File: src/deac_pkg.sv
// Constants for the data nonvolatile memory access controller.
// Assumes a CPU core reaching the registers by a special-function port.
//
// Summary of operation
// - 256 bytes, 8-bit address 00h to FFh, one byte per access.
// - A byte write erases then programs; a timer sets its length.
// - The unlock port stores nothing and reads as zero.
// - Bit 7 selects flash when 1, data memory when 0.
// - Bit 6 set selects configuration space over bit 7 for writes; reads ignore bit 6.
// - Gate bit 2 clear blocks writes and refuses setting write-start.
// - Clearing the gate does not abort a running cycle.
// - Error bit 3 set when a master-clear or watchdog reset cuts short a write.
// - On write error, select and row-erase bits are kept.
// - A reset during a write clears data and address registers.
// - Write-start bit 1 is set-only; hardware clears it at the end.
// - Read-start bit 0 is set-only; cleared after a one-cycle read.
// - Read-start is ignored while memory select is 1.
// - Read data is in the data register the next cycle.
// - Data register holds until another read, a firmware write or a reset.
// - Row-erase bit 4 makes the next write a timed cycle with no array write; cleared at end.
// - Write completion sets the completion flag; firmware clears it.
// - Write starts only after 55h, AAh to the unlock port, then start.
// - Control, address and data are locked during a write.
// - Write-start cannot be set in the same write that sets the gate.
// - Power-up clears the write-enable gate.

package deac_pkg;

  // ==========================================================
  // Register select codes
  localparam logic [1:0] DEAC_SEL_CONTROL = 2'h0;
  localparam logic [1:0] DEAC_SEL_UNLOCK  = 2'h1;
  localparam logic [1:0] DEAC_SEL_DATA    = 2'h2;
  localparam logic [1:0] DEAC_SEL_ADDRESS = 2'h3;

  // ==========================================================
  // Control register fields
  localparam int DEAC_BIT_READ     = 0;
  localparam int DEAC_BIT_WRITE    = 1;
  localparam int DEAC_BIT_GATE     = 2;
  localparam int DEAC_BIT_ERROR    = 3;
  localparam int DEAC_BIT_ROW      = 4;
  localparam int DEAC_BIT_CONFIG   = 6;
  localparam int DEAC_BIT_MEMSEL   = 7;

  // ==========================================================
  // Unlock keys and reset values
  localparam logic [7:0] DEAC_KEY_FIRST  = 8'h55;
  localparam logic [7:0] DEAC_KEY_SECOND = 8'hAA;
  localparam logic [7:0] DEAC_RESET_BYTE = 8'h00;

  // ==========================================================
  // Timing: write time in ns, counted at 50 MHz
  localparam int DEAC_CLOCK_MHZ      = 50;
  localparam int DEAC_WRITE_TIME_NS  = 4000;
  localparam int DEAC_WRITE_CYCLES   =
    (DEAC_WRITE_TIME_NS * DEAC_CLOCK_MHZ) / 1000;

  typedef enum logic [1:0] {
    DEAC_UNLOCK_IDLE  = 2'b00,
    DEAC_UNLOCK_FIRST = 2'b01,
    DEAC_UNLOCK_ARMED = 2'b10
  } deac_unlock_e;

endpackage : deac_pkg

File: src/deac_memory.sv
// Byte storage array of the data nonvolatile memory, flip-flop based.
// Assumes the controller gives one-cycle write pulses.
`timescale 1ns/1ps

module deac_memory #(
  parameter int DEPTH = 256
) (
  input  wire logic       clock,
  input  wire logic [7:0] rd_addr,
  output logic      [7:0] rd_data,
  input  wire logic       wr_pulse,
  input  wire logic [7:0] wr_addr,
  input  wire logic [7:0] wr_data
);
  import deac_pkg::*;

  logic [7:0] cells [DEPTH];
  logic [7:0] next_cells [DEPTH];

  // Contents survive reset, as a nonvolatile array should
  always_comb begin
    next_cells = cells;
    if (wr_pulse) begin
      next_cells[wr_addr] = wr_data;
    end
  end

  always_ff @(posedge clock) begin
    cells <= next_cells;
  end

  assign rd_data = cells[rd_addr];

endmodule : deac_memory

File: src/deac_timer.sv
// Self-timed write cycle counter.
// Assumes start is a one-cycle pulse while idle.
`timescale 1ns/1ps

module deac_timer #(
  parameter int CYCLES = 200
) (
  input  wire logic clock,
  input  wire logic sys_rst,
  input  wire logic start,
  output logic      busy,
  output logic      done
);
  import deac_pkg::*;

  localparam int CW = $clog2(CYCLES + 1);
  localparam logic [CW-1:0] LAST = CW'(CYCLES - 1);

  logic [CW-1:0] count;
  logic [CW-1:0] next_count;
  logic          next_busy;
  logic          next_done;

  always_comb begin
    next_count = count;
    next_busy  = busy;
    next_done  = 1'b0;
    if (busy) begin
      if (count == LAST) begin
        next_busy = 1'b0;
        next_done = 1'b1;
      end else begin
        next_count = count + CW'(1);
      end
    end else if (start) begin
      next_busy  = 1'b1;
      next_count = '0;
    end
  end

  always_ff @(posedge clock) begin
    if (sys_rst) begin
      count <= '0;
      busy  <= 1'b0;
      done  <= 1'b0;
    end else begin
      count <= next_count;
      busy  <= next_busy;
      done  <= next_done;
    end
  end

endmodule : deac_timer

File: src/deac_controller.sv
// Access controller for the data nonvolatile memory: control, unlock,
// data and address registers over the CPU special-function port.
// Assumes single-cycle register strobes synchronous to clock.
`timescale 1ns/1ps

module deac_controller #(
  parameter int WRITE_CYCLES = deac_pkg::DEAC_WRITE_CYCLES
) (
  input  wire logic       clock,
  input  wire logic       sys_rst,
  input  wire logic       power_on_reset,
  input  wire logic       master_clear_reset,
  input  wire logic       watchdog_timer_reset,
  input  wire logic [1:0] reg_select,
  input  wire logic       reg_write,
  input  wire logic       reg_read,
  input  wire logic [7:0] reg_wdata,
  output logic      [7:0] reg_rdata,
  input  wire logic       write_complete_clear,
  output logic            write_complete_flag,
  output logic            write_busy
);
  import deac_pkg::*;

  // ==========================================================
  // State
  logic [7:0]   nvm_address;
  logic [7:0]   nvm_data;
  logic         memory_select;
  logic         configuration_select;
  logic         row_erase;
  logic         write_error_flag;
  logic         write_enable_gate;
  logic         write_start;
  logic         read_start;
  deac_unlock_e unlock;

  logic [7:0]   next_nvm_address;
  logic [7:0]   next_nvm_data;
  logic         next_memory_select;
  logic         next_configuration_select;
  logic         next_row_erase;
  logic         next_write_error_flag;
  logic         next_write_enable_gate;
  logic         next_write_start;
  logic         next_read_start;
  deac_unlock_e next_unlock;
  logic         next_write_complete_flag;
  logic [7:0]   next_reg_rdata;

  logic [7:0]   mem_rdata;
  logic         timer_busy;
  logic         timer_done;
  logic         launch;
  logic         mem_write;
  logic         ext_reset;
  logic         data_target;

  // A data-space write without row erase goes to the array; flash and configuration
  // cycles are timed but have no storage here
  assign data_target = !configuration_select && !memory_select;
  assign mem_write   = timer_done && data_target && !row_erase;
  assign ext_reset   = master_clear_reset || watchdog_timer_reset;

  function automatic logic [7:0] control_view(
    input logic ms, input logic cs, input logic re, input logic er,
    input logic ge, input logic ws, input logic rs);
    control_view = {ms, cs, 1'b0, re, er, ge, ws, rs};
  endfunction : control_view

  // ==========================================================
  // Next-state logic
  always_comb begin
    next_nvm_address          = nvm_address;
    next_nvm_data             = nvm_data;
    next_memory_select        = memory_select;
    next_configuration_select = configuration_select;
    next_row_erase            = row_erase;
    next_write_error_flag     = write_error_flag;
    next_write_enable_gate    = write_enable_gate;
    next_write_start          = write_start;
    next_read_start           = 1'b0;
    next_unlock               = unlock;
    next_write_complete_flag  = write_complete_flag;
    launch                    = 1'b0;

    // Read completes in one cycle; data lands the next cycle
    if (read_start) begin
      next_nvm_data = mem_rdata;
    end

    if (reg_write && !write_start) begin
      if (reg_select == DEAC_SEL_UNLOCK) begin
        // Unlock key sequence; any other value resets it
        if (reg_wdata == DEAC_KEY_FIRST) begin
          next_unlock = DEAC_UNLOCK_FIRST;
        end else if (reg_wdata == DEAC_KEY_SECOND &&
                     unlock == DEAC_UNLOCK_FIRST) begin
          next_unlock = DEAC_UNLOCK_ARMED;
        end else begin
          next_unlock = DEAC_UNLOCK_IDLE;
        end
      end else begin
        next_unlock = DEAC_UNLOCK_IDLE;
      end
      if (reg_select == DEAC_SEL_ADDRESS) begin
        next_nvm_address = reg_wdata;
      end else if (reg_select == DEAC_SEL_DATA) begin
        next_nvm_data = reg_wdata;
      end else if (reg_select == DEAC_SEL_CONTROL) begin
        next_memory_select        = reg_wdata[DEAC_BIT_MEMSEL];
        next_configuration_select = reg_wdata[DEAC_BIT_CONFIG];
        next_row_erase            = reg_wdata[DEAC_BIT_ROW];
        next_write_error_flag     = reg_wdata[DEAC_BIT_ERROR];
        next_write_enable_gate    = reg_wdata[DEAC_BIT_GATE];
        // Gate must already be set from an earlier write
        if (reg_wdata[DEAC_BIT_WRITE] && write_enable_gate &&
            unlock == DEAC_UNLOCK_ARMED) begin
          next_write_start = 1'b1;
          launch           = 1'b1;
        end
        if (reg_wdata[DEAC_BIT_READ] &&
            !reg_wdata[DEAC_BIT_MEMSEL]) begin
          next_read_start = 1'b1;
        end
      end
    end

    // Cycle end: clear start and row-erase, raise completion
    if (timer_done) begin
      next_write_start         = 1'b0;
      next_row_erase           = 1'b0;
      next_write_error_flag    = 1'b0;
    end
    // Set wins over a same-cycle software clear
    if (write_complete_clear) begin
      next_write_complete_flag = 1'b0;
    end
    if (timer_done) begin
      next_write_complete_flag = 1'b1;
    end

    next_reg_rdata = DEAC_RESET_BYTE;
    if (reg_select == DEAC_SEL_CONTROL) begin
      next_reg_rdata = control_view(next_memory_select,
        next_configuration_select, next_row_erase, next_write_error_flag,
        next_write_enable_gate, next_write_start, next_read_start);
    end else if (reg_select == DEAC_SEL_DATA) begin
      next_reg_rdata = next_nvm_data;
    end else if (reg_select == DEAC_SEL_ADDRESS) begin
      next_reg_rdata = next_nvm_address;
    end
    if (!reg_read) begin
      next_reg_rdata = reg_rdata;
    end
  end

  // ==========================================================
  // Registers; reset kinds differ in what they keep
  always_ff @(posedge clock) begin
    if (sys_rst || power_on_reset) begin
      nvm_address          <= DEAC_RESET_BYTE;
      nvm_data             <= DEAC_RESET_BYTE;
      memory_select        <= 1'b0;
      configuration_select <= 1'b0;
      row_erase            <= 1'b0;
      write_error_flag     <= 1'b0;
      write_enable_gate    <= 1'b0;
      write_start          <= 1'b0;
      read_start           <= 1'b0;
      unlock               <= DEAC_UNLOCK_IDLE;
      write_complete_flag  <= 1'b0;
      reg_rdata            <= DEAC_RESET_BYTE;
    end else if (ext_reset) begin
      // Select and row-erase stay so firmware can trace the failure
      nvm_address          <= DEAC_RESET_BYTE;
      nvm_data             <= DEAC_RESET_BYTE;
      write_enable_gate    <= 1'b0;
      write_start          <= 1'b0;
      read_start           <= 1'b0;
      unlock               <= DEAC_UNLOCK_IDLE;
      reg_rdata            <= DEAC_RESET_BYTE;
      if (timer_busy) begin
        write_error_flag   <= 1'b1;
      end
    end else begin
      nvm_address          <= next_nvm_address;
      nvm_data             <= next_nvm_data;
      memory_select        <= next_memory_select;
      configuration_select <= next_configuration_select;
      row_erase            <= next_row_erase;
      write_error_flag     <= next_write_error_flag;
      write_enable_gate    <= next_write_enable_gate;
      write_start          <= next_write_start;
      read_start           <= next_read_start;
      unlock               <= next_unlock;
      write_complete_flag  <= next_write_complete_flag;
      reg_rdata            <= next_reg_rdata;
    end
  end

  assign write_busy = write_start;

  // ==========================================================
  // Array and self-timed cycle
  deac_memory #(
    .DEPTH (256)
  ) u_memory (
    .clock    (clock),
    .rd_addr  (nvm_address),
    .rd_data  (mem_rdata),
    .wr_pulse (mem_write),
    .wr_addr  (nvm_address),
    .wr_data  (nvm_data)
  );

  deac_timer #(
    .CYCLES (WRITE_CYCLES)
  ) u_timer (
    .clock   (clock),
    .sys_rst (sys_rst || power_on_reset || ext_reset),
    .start   (launch),
    .busy    (timer_busy),
    .done    (timer_done)
  );

endmodule : deac_controller

File: config.mk
export PLATFORM = sky130hd
export DESIGN_NAME = deac_controller
export DESIGN_NICKNAME = d
export VERILOG_FILES = /design/src/deac_pkg.sv /design/src/deac_memory.sv /design/src/deac_timer.sv /design/src/deac_controller.sv
export SDC_FILE = /design/constraint.sdc
export NUM_CORES = 2
export LEC_CHECK = 0
export BUFFER_PORTS_ARGS = -buffer_cell sky130_fd_sc_hd__buf_2
export CORE_MARGIN = 2
export CORE_UTILIZATION = 42
export DETAILED_ROUTE_END_ITERATION = 7
export PLACE_DENSITY = 0.68
export REMOVE_ABC_BUFFERS = 1
export SETUP_SLACK_MARGIN = 0.5
export SLEW_MARGIN = 10
export SYNTH_ARGS = -nofsm -noshare
export SYNTH_HDL_FRONTEND = slang
export SYNTH_SLANG_ARGS = --single-unit
File: constraint.sdc
create_clock -name clock -period 7.45 [get_ports clock]
set_input_delay 0.3725 -clock clock [delete_from_list [all_inputs] [get_ports clock]]
set_output_delay 0.3725 -clock clock [all_outputs]
set_load 0.02 [all_outputs]
==> run summary <==
Critical Path Start Type = register
clk_lat worst skew = 0.86 ns
Slew @ Worst Pin = 1.42 ns
Initial Utilization = 42.3%
DRC Markers = 0
post-synthesis async set-or-reset flop share = 0%
Post-Route WL = 233000 microns
sequential share of the synthesized area = 75.5%
Slew HR = 5.24%
R2R Path End = reg_rdata[6]
RSZ-0062 raised after global routing = false
Worst VDD drop = 221 uV
simple logic cell fraction of the synthesized area = 4.28%
I/O Pins = 28
GPL Wtd Cong = 0.986
row count = 162
clk sink count = 2092
die area = 200000 sq um
Final nets = 4234
pre-CTS setup slack = 2.98 ns
GRT Util Overall = 23.2%
number of global-route vias before repair = 42100
Worst Setup End Kind = register
post-CTS sizing = 0
register area = 62400 sq um
Final period util = 63.7%
Synth Area in Compound Gates = 2.88%
total number of vias = 43700
Hold-fix buffers, CTS = 17
DR WL/cell = 33.3 microns
initial antenna violation count = 16
die height = 447 microns
critical path class = register to register
clock slew seen by the registers of the worst setup and hold paths = 0.06 ns
setup ws final = 2.71 ns
data required time at the worst endpoint = 8.19 ns
final slew viol count = 0
Post-Syn Area = 82600 sq um
Worst Setup EP = reg_rdata[6]
commonest cells after routing, fill and taps aside = 2048 x edfxtp_1, 423 x mux4_2, 354 x nor2_1
area leader, netlist = edfxtp_1
xor/xnor share of the synthesized area = 0.0636%
status = finished clean
CTS Buf Count = 203
Antenna Nets Post-Route = 0
layout cells sized above 1 = 21.1%
fillcell total = 15800
PwrDens = 248 nW/um^2
synth warn = 0
max_cap viols = 0
DRT Pass-1 Iters = 8
Power, Total = 22.8 mW
most common cell after layout, fill and taps aside = edfxtp_1
Adder-Cell Fraction of Synth Area = 0.0151%
Setup TNS = 0 ns
CTS tree = built
flops & latches, synth = 2092
Post-synth EDFFs = 2048
RR Startpoint = nvm_address[0]
ys flop type = edfxtp_1
HP Start = reg_select[0]
core area = 195000 sq um
Avg Cell Area, Syn = 20.0 sq um
H-tree levels = 4
final worst path period need = 4.74 ns
Worst Path Max Fanout = 66
Syn-to-layout area delta = 11.5%
Synth top area share = 74.5%
IO buf count = 27
area taken by multi-input logic gates = 18700 sq um
Clock Path Buffers = 3
Netlist cell types = 82
clock root buffer = clkbuf_16
Data arrival, critical path = 5.48 ns
largest net degree at the start of global routing = 205
CP startpoint = nvm_address[0]
worst hold slack = 0.0617 ns
post-synthesis mux area share = 15.2%
Placement Cell Area = 85400 sq um
Worst Clk Skew = 0.0502 ns
DR iter-0 viols = 6953
leakage = 31.9 nW
Setup violations, final = 0
Finished Cell Area = 92100 sq um
grt ovf = 0
Hold Vio Cnt, Final = 0
largest family of logic cells by synthesized area = multiplexers
fmax = 0.211 GHz
chip width = 447 microns
r2r setup slk = 2.71 ns
post-CTS setup buffers = 0
first-pass GRT wire length = 328000 microns
vias per cell = 6.23
top area cells in the synthesized netlist = edfxtp_1 74%, mux4_2 12%, mux2i_1 2.4%
worst hold path type = input port to register
worst reg2reg path depth = 8
DP HPWL = 142000 microns
Syn Inst Count = 4126
[layer usage]
layer  up-vias  GRT usage (%)  part of all wire, %
met2      2940           34.1                   45
li1      17200              -                    -
met3       637           6.93                   12
met1     22900           31.6                   37
met4        20           11.3                  5.7
met5         -              0                0.053
[registers in the layout, indices dropped and copies added (netlist names)]
| name | cells |
|---|---|
| nvm_data | 8 |
| u_timer.count | 8 |
| nvm_address | 8 |
| u_memory.cells | 2048 |
| row_erase | 1 |
| write_error_flag | 1 |
| unlock | 2 |
| write_busy | 1 |
| write_enable_gate | 1 |
| u_timer.busy | 1 |
| read_start | 1 |
| reg_rdata | 8 |
| write_complete_flag | 1 |
| memory_select | 1 |
| configuration_select | 1 |
| u_timer.done | 1 |
[stage by stage]
step                util [%]  cells
global route            47.2   7011
global placement        43.8   6613
finish                  47.2   7019
detailed placement      43.8   6615
CTS                     47.1   7009
floorplan                  -   3864
[Yosys cell counts, types with 12 or more instances]
master	instances
nor2b_1	24
buf_4	22
edfxtp_1	2048
a22oi_1	85
nor4_1	12
nor3_1	35
clkbuf_1	99
a211oi_1	19
o22ai_1	25
mux4_1	30
nand2b_1	16
nor2_1	357
buf_6	33
o211ai_1	12
a21oi_1	48
a31oi_1	13
nand4_1	28
dfxtp_1	44
nand3_1	54
buf_2	71
o21ai_0	33
mux2_2	24
buf_1	20
mux4_2	423
nand2_1	125
mux2i_1	197
[cell type report]
class,count,area share (%)
clock inverter,126,1.18
inverter,11,0.0462
tap,2624,3.57
multi-input combinational,1761,20.3
sequential,2092,67.8
antenna,8,0.0217
timing repair buffer,146,1.33
clock buffer,251,5.76
[worst min-delay path by stage]
stage              endpoint  slack, ns  depth (start not counted)
3_3_place_gp      unlock[0]       0.47                          2
4_1_cts        reg_rdata[7]      0.005                          4
3_5_place_dp      unlock[0]       0.48                          2
2_1_floorplan     unlock[0]       0.44                          2
6_report       reg_rdata[7]       0.06                          4
5_1_grt        reg_rdata[7]       0.04                          4
[cells by family (layout without fill, tap and decap cells)]
| kind of cell | after synthesis | in the layout |
|---|---|---|
| buffers and inverters | 273 | 534 |
| xor gates and xnor gates | 6 | 6 |
| and+or+nand+nor | 744 | 744 |
| other | 0 | 8 |
| DFF | 2092 | 2092 |
| adders and majority gates | 1 | 1 |
| AOI/OAI and AO/OA | 336 | 336 |
| muxes | 674 | 674 |
[worst max-delay path: stages (launching register included)]
cell and delay [ns]:
dfxtp_4 0.89, buf_12 0.53, mux4_2 0.58, mux2i_1 0.45, o32ai_2 0.34, nor4_1 0.97
nand4_1 0.38, nor2_1 0.27, o31ai_1 0.11
[power breakdown]
group | internal [mW] | switching, mW | total (mW)
sequential | 12.7 | 0.00899 | 12.7
combinational | 0.0323 | 0.0780 | 0.110
clock | 5.49 | 4.48 | 9.97
Note: power is estimated with default switching activity, not from simulation.
